### config.mk
export PLATFORM = sky130hd
export DESIGN_NAME = cfp_device_flat
export DESIGN_NICKNAME = d
export VERILOG_FILES = /design/src/cfp_pkg.sv /design/src/cfp_if.sv /design/src/cfp_device.sv /design/src/flat_wrapper.sv
export SDC_FILE = /design/constraint.sdc
export NUM_CORES = 1
export LEC_CHECK = 0
export BUFFER_PORTS_ARGS = -buffer_cell sky130_fd_sc_hd__buf_2
export CORE_MARGIN = 4
export CORE_UTILIZATION = 30
export CTS_CLUSTER_SIZE = 40
export DETAILED_ROUTE_END_ITERATION = 7
export PLACE_DENSITY = 0.58
export SLEW_MARGIN = 10
export SYNTH_ARGS = -nofsm -noshare
export SYNTH_HDL_FRONTEND = slang
export SYNTH_SLANG_ARGS = --single-unit
export TNS_END_PERCENT = 20
### constraint.sdc
create_clock -name mclk -period 3.8 [get_ports mclk]
set_input_delay 0.57 -clock mclk [delete_from_list [all_inputs] [get_ports mclk]]
set_output_delay 0.57 -clock mclk [all_outputs]
set_load 0.005 [all_outputs]
### src/cfp_pkg.sv
// Purpose: Shared constants for the parallel passive load pacing link.
// Assumes: mclk at 200 MHz on both ends.
// Notes: Clocks-per-word ratio is derived here so both ends agree.
//
// Behaviour
// - Both features off: one clock per word
// - x8: 1/2, x16: 2/4 clocks per word
// - x32: 4 secure-only, 8 with decompression
// - Host clock is ratio times word rate
// - Device spends extra edges decrypting and decompressing
// - Host runs ratio minus one edges after last
// - Clock at most 100 MHz x32, 125 otherwise
// - Host waits 2 us after status rises
package cfp_pkg;
   // ------------------------------------------------------------
   // Bus width codes
   // ------------------------------------------------------------
   localparam logic [1:0] WIDTH_X8 = 2'h0;
   localparam logic [1:0] WIDTH_X16 = 2'h1;
   localparam logic [1:0] WIDTH_X32 = 2'h2;
   localparam int DATA_W = 32;
   localparam int RATIO_W = 4;

   // ------------------------------------------------------------
   // Clocks-per-word ratios
   // ------------------------------------------------------------
   localparam logic [3:0] RATIO_PLAIN = 4'h1;
   localparam logic [3:0] RATIO_X8_SEC = 4'h1;
   localparam logic [3:0] RATIO_X8_DC = 4'h2;
   localparam logic [3:0] RATIO_X16_SEC = 4'h2;
   localparam logic [3:0] RATIO_X16_DC = 4'h4;
   localparam logic [3:0] RATIO_X32_SEC = 4'h4;
   localparam logic [3:0] RATIO_X32_DC = 4'h8;

   // ------------------------------------------------------------
   // Timing
   // ------------------------------------------------------------
   localparam int MCLK_PERIOD_PS = 5000;
   localparam int CLK_MAX_X32_MHZ = 100;
   localparam int CLK_MAX_X16_MHZ = 125;
   localparam int CLK_MIN_PERIOD_PS = 1000000 / CLK_MAX_X32_MHZ;
   localparam int CLK_MIN_PERIOD_CYC =
      (CLK_MIN_PERIOD_PS + MCLK_PERIOD_PS - 1) / MCLK_PERIOD_PS;
   localparam int CLK_HALF_CYC = (CLK_MIN_PERIOD_CYC + 1) / 2;
   localparam int ST2CK_US = 2;
   localparam int ST2CK_CYC = (ST2CK_US * 1000000 + MCLK_PERIOD_PS - 1) / MCLK_PERIOD_PS;
   localparam int TMR_W = 16;
   localparam int FIFO_DEPTH = 4;

   function automatic logic [3:0] cfp_ratio(input logic [1:0] width, input logic dc,
                                            input logic sec);
      logic [3:0] r;
      r = RATIO_PLAIN;
      if (width == WIDTH_X8) begin
         r = dc ? RATIO_X8_DC : (sec ? RATIO_X8_SEC : RATIO_PLAIN);
      end else if (width == WIDTH_X16) begin
         r = dc ? RATIO_X16_DC : (sec ? RATIO_X16_SEC : RATIO_PLAIN);
      end else begin
         r = dc ? RATIO_X32_DC : (sec ? RATIO_X32_SEC : RATIO_PLAIN);
      end
      return r;
   endfunction
endpackage

### src/cfp_if.sv
// Purpose: Pins of the parallel passive load link.
// Assumes: Host makes config_clock; device drives status_n.
// Notes: No clocking block; both ends sample with mclk.
`timescale 1ns/1ps
`default_nettype none
interface cfp_if;
   logic config_clock;
   logic [cfp_pkg::DATA_W-1:0] data;
   logic status_n;

   modport device (
      input config_clock,
      input data,
      output status_n
   );
   modport host (
      output config_clock,
      output data,
      input status_n
   );
endinterface
`default_nettype wire

### src/cfp_device.sv
// Purpose: Device end: samples config_clock, paces words into a FIFO.
// Assumes: Host keeps its side of the ratio and tail edges.
// Notes: Overflow of the FIFO pulls status_n low as a load error.
`timescale 1ns/1ps
`default_nettype none
module cfp_fifo #(
   parameter int WIDTH = 32,
   parameter int DEPTH = 4
) (
   input wire logic mclk,
   input wire logic reset,
   input wire logic [WIDTH-1:0] in_data,
   input wire logic in_valid,
   output logic in_ready,
   output logic [WIDTH-1:0] out_data,
   output logic out_valid,
   input wire logic out_ready
);
   localparam int AW = $clog2(DEPTH);
   logic [WIDTH-1:0] mem_r [DEPTH];
   logic [AW:0] wr_r;
   logic [AW:0] rd_r;
   wire full = (wr_r[AW] != rd_r[AW]) && (wr_r[AW-1:0] == rd_r[AW-1:0]);
   wire empty = (wr_r == rd_r);
   wire do_wr = in_valid && !full;
   wire do_rd = out_valid && out_ready;

   assign in_ready = !full;
   assign out_valid = !empty;
   assign out_data = mem_r[rd_r[AW-1:0]];

   always_ff @(posedge mclk) begin
      if (do_wr) begin
         mem_r[wr_r[AW-1:0]] <= in_data;
      end
   end

   always_ff @(posedge mclk) begin
      if (reset) begin
         wr_r <= '0;
         rd_r <= '0;
      end else begin
         wr_r <= wr_r + (AW+1)'(do_wr);
         rd_r <= rd_r + (AW+1)'(do_rd);
      end
   end
endmodule

module cfp_device (
   input wire logic mclk,
   input wire logic reset,
   cfp_if.device link,
   input wire logic [1:0] width_sel,
   input wire logic decomp_en,
   input wire logic secure_en,
   input wire logic enable,
   output logic [cfp_pkg::DATA_W-1:0] word_data,
   output logic word_valid,
   input wire logic word_ready,
   output logic load_err
);
   // ------------------------------------------------------------
   // Pin synchronisers
   // ------------------------------------------------------------
   logic ck_s1_r, ck_s2_r, ck_s3_r;
   logic [cfp_pkg::DATA_W-1:0] d_s1_r, d_s2_r;
   always_ff @(posedge mclk) begin
      if (reset) begin
         ck_s1_r <= 1'b0;
         ck_s2_r <= 1'b0;
         ck_s3_r <= 1'b0;
         d_s1_r <= '0;
         d_s2_r <= '0;
      end else begin
         ck_s1_r <= link.config_clock;
         ck_s2_r <= ck_s1_r;
         ck_s3_r <= ck_s2_r;
         d_s1_r <= link.data;
         d_s2_r <= d_s1_r;
      end
   end

   // ------------------------------------------------------------
   // Word pacing
   // ------------------------------------------------------------
   logic [3:0] left_r;
   logic [cfp_pkg::DATA_W-1:0] word_r;
   logic push_r;
   logic err_r;
   logic fifo_ready;
   wire rise = ck_s2_r && !ck_s3_r && enable && !err_r;
   wire [3:0] ratio = cfp_pkg::cfp_ratio(width_sel, decomp_en, secure_en);
   wire new_word = rise && (left_r == 4'h0);
   wire [cfp_pkg::DATA_W-1:0] masked =
      (width_sel == cfp_pkg::WIDTH_X8) ? {24'h000000, d_s2_r[7:0]} :
      (width_sel == cfp_pkg::WIDTH_X16) ? {16'h0000, d_s2_r[15:0]} : d_s2_r;
   // Word is handed on only after its extra edges are spent
   wire finish = (new_word && ratio == cfp_pkg::RATIO_PLAIN) ||
                 (rise && left_r == 4'h1);
   wire [3:0] left_nxt = new_word ? ratio - 4'h1 : (rise ? left_r - 4'h1 : left_r);

   always_ff @(posedge mclk) begin
      if (reset || !enable) begin
         left_r <= 4'h0;
         push_r <= 1'b0;
         word_r <= '0;
      end else begin
         left_r <= left_nxt;
         push_r <= finish;
         if (new_word) begin
            word_r <= masked;
         end
      end
   end

   // Push finds FIFO full: the stream cannot be paused, so flag it
   always_ff @(posedge mclk) begin
      if (reset || !enable) begin
         err_r <= 1'b0;
      end else if (push_r && !fifo_ready) begin
         err_r <= 1'b1;
      end
   end

   logic stat_n_r;
   always_ff @(posedge mclk) begin
      if (reset) begin
         stat_n_r <= 1'b0;
      end else begin
         stat_n_r <= enable && !err_r && !(push_r && !fifo_ready);
      end
   end
   assign link.status_n = stat_n_r;
   assign load_err = err_r;

   cfp_fifo #(
      .WIDTH(cfp_pkg::DATA_W),
      .DEPTH(cfp_pkg::FIFO_DEPTH)
   ) u_fifo (
      .mclk(mclk),
      .reset(reset),
      .in_data(word_r),
      .in_valid(push_r),
      .in_ready(fifo_ready),
      .out_data(word_data),
      .out_valid(word_valid),
      .out_ready(word_ready)
   );
endmodule
`default_nettype wire

### src/flat_wrapper.sv
// flat-port wrapper written by rule: the top's interface ports become plain ports
module cfp_device_flat 
  (mclk, reset, width_sel, decomp_en, secure_en, enable, word_data, word_valid, word_ready, load_err, link_config_clock, link_data, link_status_n);
  cfp_if link_i ();
  input wire logic mclk;
  input wire logic reset;
  input wire logic [1:0] width_sel;
  input wire logic decomp_en;
  input wire logic secure_en;
  input wire logic enable;
  output logic [cfp_pkg::DATA_W-1:0] word_data;
  output logic word_valid;
  input wire logic word_ready;
  output logic load_err;
  input wire logic [$bits(link_i.config_clock)-1:0] link_config_clock;
  input wire logic [$bits(link_i.data)-1:0] link_data;
  output wire logic [$bits(link_i.status_n)-1:0] link_status_n;
  assign link_i.config_clock = link_config_clock;
  assign link_i.data = link_data;
  assign link_status_n = link_i.status_n;
  cfp_device u_core (.mclk(mclk), .reset(reset), .link(link_i), .width_sel(width_sel), .decomp_en(decomp_en), .secure_en(secure_en), .enable(enable), .word_data(word_data), .word_valid(word_valid), .word_ready(word_ready), .load_err(load_err));
endmodule
# Yosys cells after proc, flatten, opt, wreduce, memory -nomap -nowiden
# Memory sizes are Yosys's and may differ from the RTL's. A register that Yosys moved wholly into a read port is not among the register bits.
# Index checks and enable logic that the tools add are counted.
totals:
  reg_bits: 112
  latch_bits: 0
  mem_bits_rw: 128
  rom_bits: 0
  input_bits: 41
  memories: 1
memory_table:
  columns: ["name", "words", "word_bits", "read_ports", "rd_ports_with_merged_regs", "write_ports", "line", "rtl"]
  rows:
  - ["u_core.u_fifo.mem_r", 4, 32, 1, 1, 1, "cfp_device.sv:20", "logic [WIDTH-1:0] mem_r [DEPTH];"]
classes:
  n_addsub: 4
  n_mul: 0
  div_mod_pow: 0
  n_lt_le_gt_ge: 0
  n_eq_ne: 6
  n_shift: 0
  muxes: 14
  bitwise: 0
  n_reduce_logical: 23
ops:
  columns: ["operator", "n"]
  rows:
  - ["two-way mux 32 bit", 2]
  - ["two-way mux 4 bit", 6]
  - ["logical AND 1 bit", 12]
  - ["== test 4 x 1 -> 1 bit, second input constant", 2]
  - ["subtractor 4 x 1 -> 4 bit, second input constant", 2]
  - ["adder 3 x 1 -> 3 bit", 2]
  - ["logical NOT 1 bit", 6]
  - ["two-way mux 2 bit", 3]
  - ["logical NOT 4 bit", 1]
  - ["== test 3 bit", 1]
  - ["two-way mux 3 bit", 1]
  - ["== test 2 x 1 -> 1 bit, second input constant", 1]
  - ["== test 2 bit", 1]
  - ["logical NOT 2 bit", 1]
  - ["logical OR 1 bit", 2]
  - ["two-way mux 1 bit", 2]
  - ["nonzero test 2 bit", 1]
  - ["!= test 1 bit", 1]

# Depth between registers and ports, before layout
logic_depth:
  ltp_word: 7
  mapped_depth: 9

# Modules after synthesis
# From an unflattened synthesis, not the netlist that was laid out.
unflattened:
  hier_cells: 546
  hier_area_um2: 8546.9
modules_own_cells:
  columns: ["mod", "n_inst", "cells_each", "area_each_um2"]
  rows:
  - ["cfp_fifo", 1, 204, 5001.0]
  - ["cfp_device", 1, 342, 3545.9]

# Least setup slack after synthesis
# Ideal clock, no wire load.
synth_path:
  kind: "register to register"
  start: "register u_core.u_fifo.rd_r[0]"
  end: "memory u_core.u_fifo.mem_r[2][0] (enable)"
  setup_ps: 468
  t_arrival_ps: 3342
  t_required_ps: 3332
  setup_slack_ps: -10
  stages_incl_launch_ff: 6
  path_buffers: 1
  synth_period_minus_slack_ps: 3810
  path_cell_list: "dfxtp_1 buf_2 xor2_1 nor3_1 nand2b_1 nor3b_1"
synth_between:
  elab_chain_len: 6
synth_rtl:
  columns: ["item", "line", "rtl"]
  rows:
  - ["from (decl)", "cfp_device.sv:22", "logic [AW:0] rd_r;"]
  - ["from (signal assigned)", "cfp_device.sv:44", "rd_r <= rd_r + (AW+1)'(do_rd);"]
  - ["== test 2 bit", "cfp_device.sv:23", "wire full = (wr_r[AW] != rd_r[AW]) && (wr_r[AW-1:0] == rd_r[AW-1:0]);"]
  - ["logical AND 1 bit", "cfp_device.sv:23", null]
  - ["logical NOT 1 bit", null, null]
  - ["logical AND 1 bit", "cfp_device.sv:25", "wire do_wr = in_valid && !full;"]
  - ["two-way mux 1 bit", "cfp_device.sv:33", "if (do_wr) begin"]
  - ["two-way mux 1 bit (not written as such)", "cfp_device.sv:34", "mem_r[wr_r[AW-1:0]] <= in_data;"]
  - ["to (decl)", "cfp_device.sv:20", null]
# No other way between the ends.

==> run summary <==
Status - finished clean
R2R Setup Slk - 1670 ps
Post-Syn Area per Cell - 15.9 um^2
Combinational group share of total power - 2.1%
Hold Slack - 262 ps
Avg WL per Cell - 15.5 um
Drt drc - 0
Clock transition at path regs - 60 ps
Post-Synthesis Cells - 537
CP peak stage delay - 600 ps
Root Buffer - clkbuf_16
Synth unique cells - 42
DIE WIDTH - 177 um
Die area - 31,300 um^2
Drt total wl - 15,800 um
Global Route Usage Sum - 10.1%
Commonest cells after routing, fill and taps aside - 128 x edfxtp_1, 110 x dfxtp_1, 75 x buf_2
Post-route insts no fill - 1,017
Post-Synth Simple-Gate Area - 12.1%
Slowest CP cell - mux4_2
Least-Margin Pin Slew - 791 ps
Pint - 4230 uW
H-tree level count - 1
IO Count - 76
Crit Path Category - reg -> out
Vias post-DR - 4,273
Port Buffers - 75
Syn_nets - 587
Setup Viol. Count Final - 0
FF+latch count, synth - 240
CP Data Required Time - 3230 ps
Final Max Slew Viols - 0
Mux contribution to synthesized area - 8.67%
Via density - 4.20
Final Skew - 13.9 ps
Cts bufs inserted - 26
Placed cells - 969
Startpoint types - flop
Post-synth EDFFs - 128
Clock power frac - 45.6%
Sw frac - 19.7%
Dpl hpwl - 9420 um
Area grow syn2layout - 18.8%
Final ANT Viol Nets - 0
RSZ-0062 raised after global routing - false
First-pass GRT wire length - 25,000 um
Hold_buf cts - 0
Commonest non-fill, non-tap cell in the layout - edfxtp_1
Share of layout cells above drive strength 1 - 33.0%
DRT Pass-1 Iters - 4
Post-CTS resize count - 0
Adder-cell area share of the yosys netlist - 1.32%
Share of synthesized registers carrying an async set or reset - 0%
CTS sink count - 240
Final hold violation count - 0
1st-iter DRT viols - 202
CP Capture Type - output pin
P_leak - 0.00333 uW
Cell-by-cell trace of the critical path - buf_4 > mux4_2 > buf_2
Power per cell area - 519 nW/um^2
# diodes - 0
FP Rows - 61
Fmax - 0.358 GHz
Routability cong. - 0.696
Largest net degree at the start of global routing - 74
Type of the tightest min-delay check - in -> reg
Crit path time final - 2790 ps
Synth Area in XOR/XNOR - 0.615%
Maxcap violations - 0
Global route overflow - 0
Vias in the first global route - 4,503
Core area - 27,900 um^2
Max Buffers Root-to-Sink - 3
Slew headroom - 47.3%
Fin util - 36.3%
Data arrival time of the critical path - 2220 ps
Synth Area in Compound Gates - 3.76%
Synth Flop Type - edfxtp_1
Initial antenna violation count - 0
Setup TNS - 0 ps
Post-CTS Setup Inserts - 0
Main combinational cell family by area after synthesis - simple AND/OR/NAND/NOR gates
Initial Util - 30.6%
Share of the yosys chip area belonging to registers - 71.2%
Worst skew pair latency - 510 ps
Tcrit/Tclk final - 73.5%
Die Y - 177 um
Max VDD drop - 230 uV
Mapped Area - 8550 um^2
CTS tree - built
Switching power - 1040 uW
Sequential Power Share - 52.2%
Worst Path Max Fanout - 29
Fin nets - 669
Ys Warns - 0
## final cells by class
class | count | area, um^2
Fill cell | 2710 | 17800
Multi-Input combinational cell | 262 | 2280
Timing Repair Buffer | 84 | 443
Inverter | 5 | 18.8
Clock buffer | 42 | 802
Sequential cell | 240 | 6090
Tap cell | 378 | 473
Clock inverter | 6 | 43.8
## Yosys cell counts, drive strengths merged, types with 2 or more instances
| cell | number | area, um^2 |
|---|---|---|
| nor2 | 9 | 33.8 |
| mux2i | 2 | 20.0 |
| nor2b | 72 | 450 |
| nor3b | 4 | 30.0 |
| nand2b | 3 | 18.8 |
| nand2 | 45 | 169 |
| edfxtp | 128 | 3840 |
| a31oi | 2 | 12.5 |
| clkbuf | 14 | 52.6 |
| buf | 16 | 131 |
| ha | 9 | 113 |
| inv | 5 | 18.8 |
| xnor2 | 4 | 35.0 |
| nand3 | 26 | 245 |
| dfxtp | 112 | 2240 |
| mux4 | 32 | 721 |
| a21oi | 35 | 258 |
| nor3 | 2 | 10.0 |
| xor2 | 2 | 17.5 |
## path summary, 6_finish.rpt
check | depth (start not counted) | endpoint | start
worst max-delay path | 3 | word_data[10] | u_core.u_fifo.rd_r[0]
worst min register to register | 1 | u_core.d_s2_r[15] | u_core.d_s1_r[15]
worst max register to register | 5 | u_core.u_fifo.mem_r[2][25] | u_core.u_fifo.wr_r[0]
worst min-delay path | 2 | u_core.ck_s1_r | link_config_clock
## power groups by stage
stage               Clock (uW)  Sequential (uW)  Combinational [uW]
floorplan                    0             2800                76.2
global placement             0             2810                 115
detailed placement           0             2810                 116
CTS                       2500             2750                 116
global route              2590             2750                 127
finish                    2400             2750                 112
## state kept, by name (all words and copies together), names as in the netlist
register / cells
u_core.ck_s1_r: 1
u_core.d_s1_r: 32
u_core.d_s2_r: 32
u_core.ck_s3_r: 1
u_core.left_r: 4
u_core.u_fifo.wr_r: 3
u_core.u_fifo.mem_r: 128
u_core.u_fifo.rd_r: 3
u_core.push_r: 1
u_core.ck_s2_r: 1
u_core.load_err: 1
u_core.link.status_n: 1
u_core.word_r: 32
## cells by family after synthesis
group | after synthesis
buf+inv | 35
mux | 34
flops | 240
compound gates | 44
fa+ha+maj | 9
simple gates | 169
xor+xnor | 6
## worst max-delay path, delay by kind of cell, from the launching register on
| family | cells | cell delay, ps |
|---|---|---|
| buf+inv | 2 | 680 |
| flops | 1 | 420 |
| mux | 1 | 600 |
## stage by stage
step | area, um^2 | power, uW | setup slack, ps
floorplan | 8550 | 2880 | -10.1
global placement | 9310 | 2920 | 1470
detailed placement | 9310 | 2920 | 1460
CTS | 10200 | 5360 | 892
global route | 10200 | 5470 | 839
finish | 10200 | 5270 | 1010
## routing by layer
layer  part of all wire [%]  up-vias  wire, um  GRT usage [%]
li1                       -     2107         -              -
met4                    2.1        0       339           3.19
met2                     47       86      7510           17.2
met5                      0        -         0              0
met3                    4.5       27       712           1.75
met1                     46     2053      7250           13.2
Power figures use the tool's default switching activity.
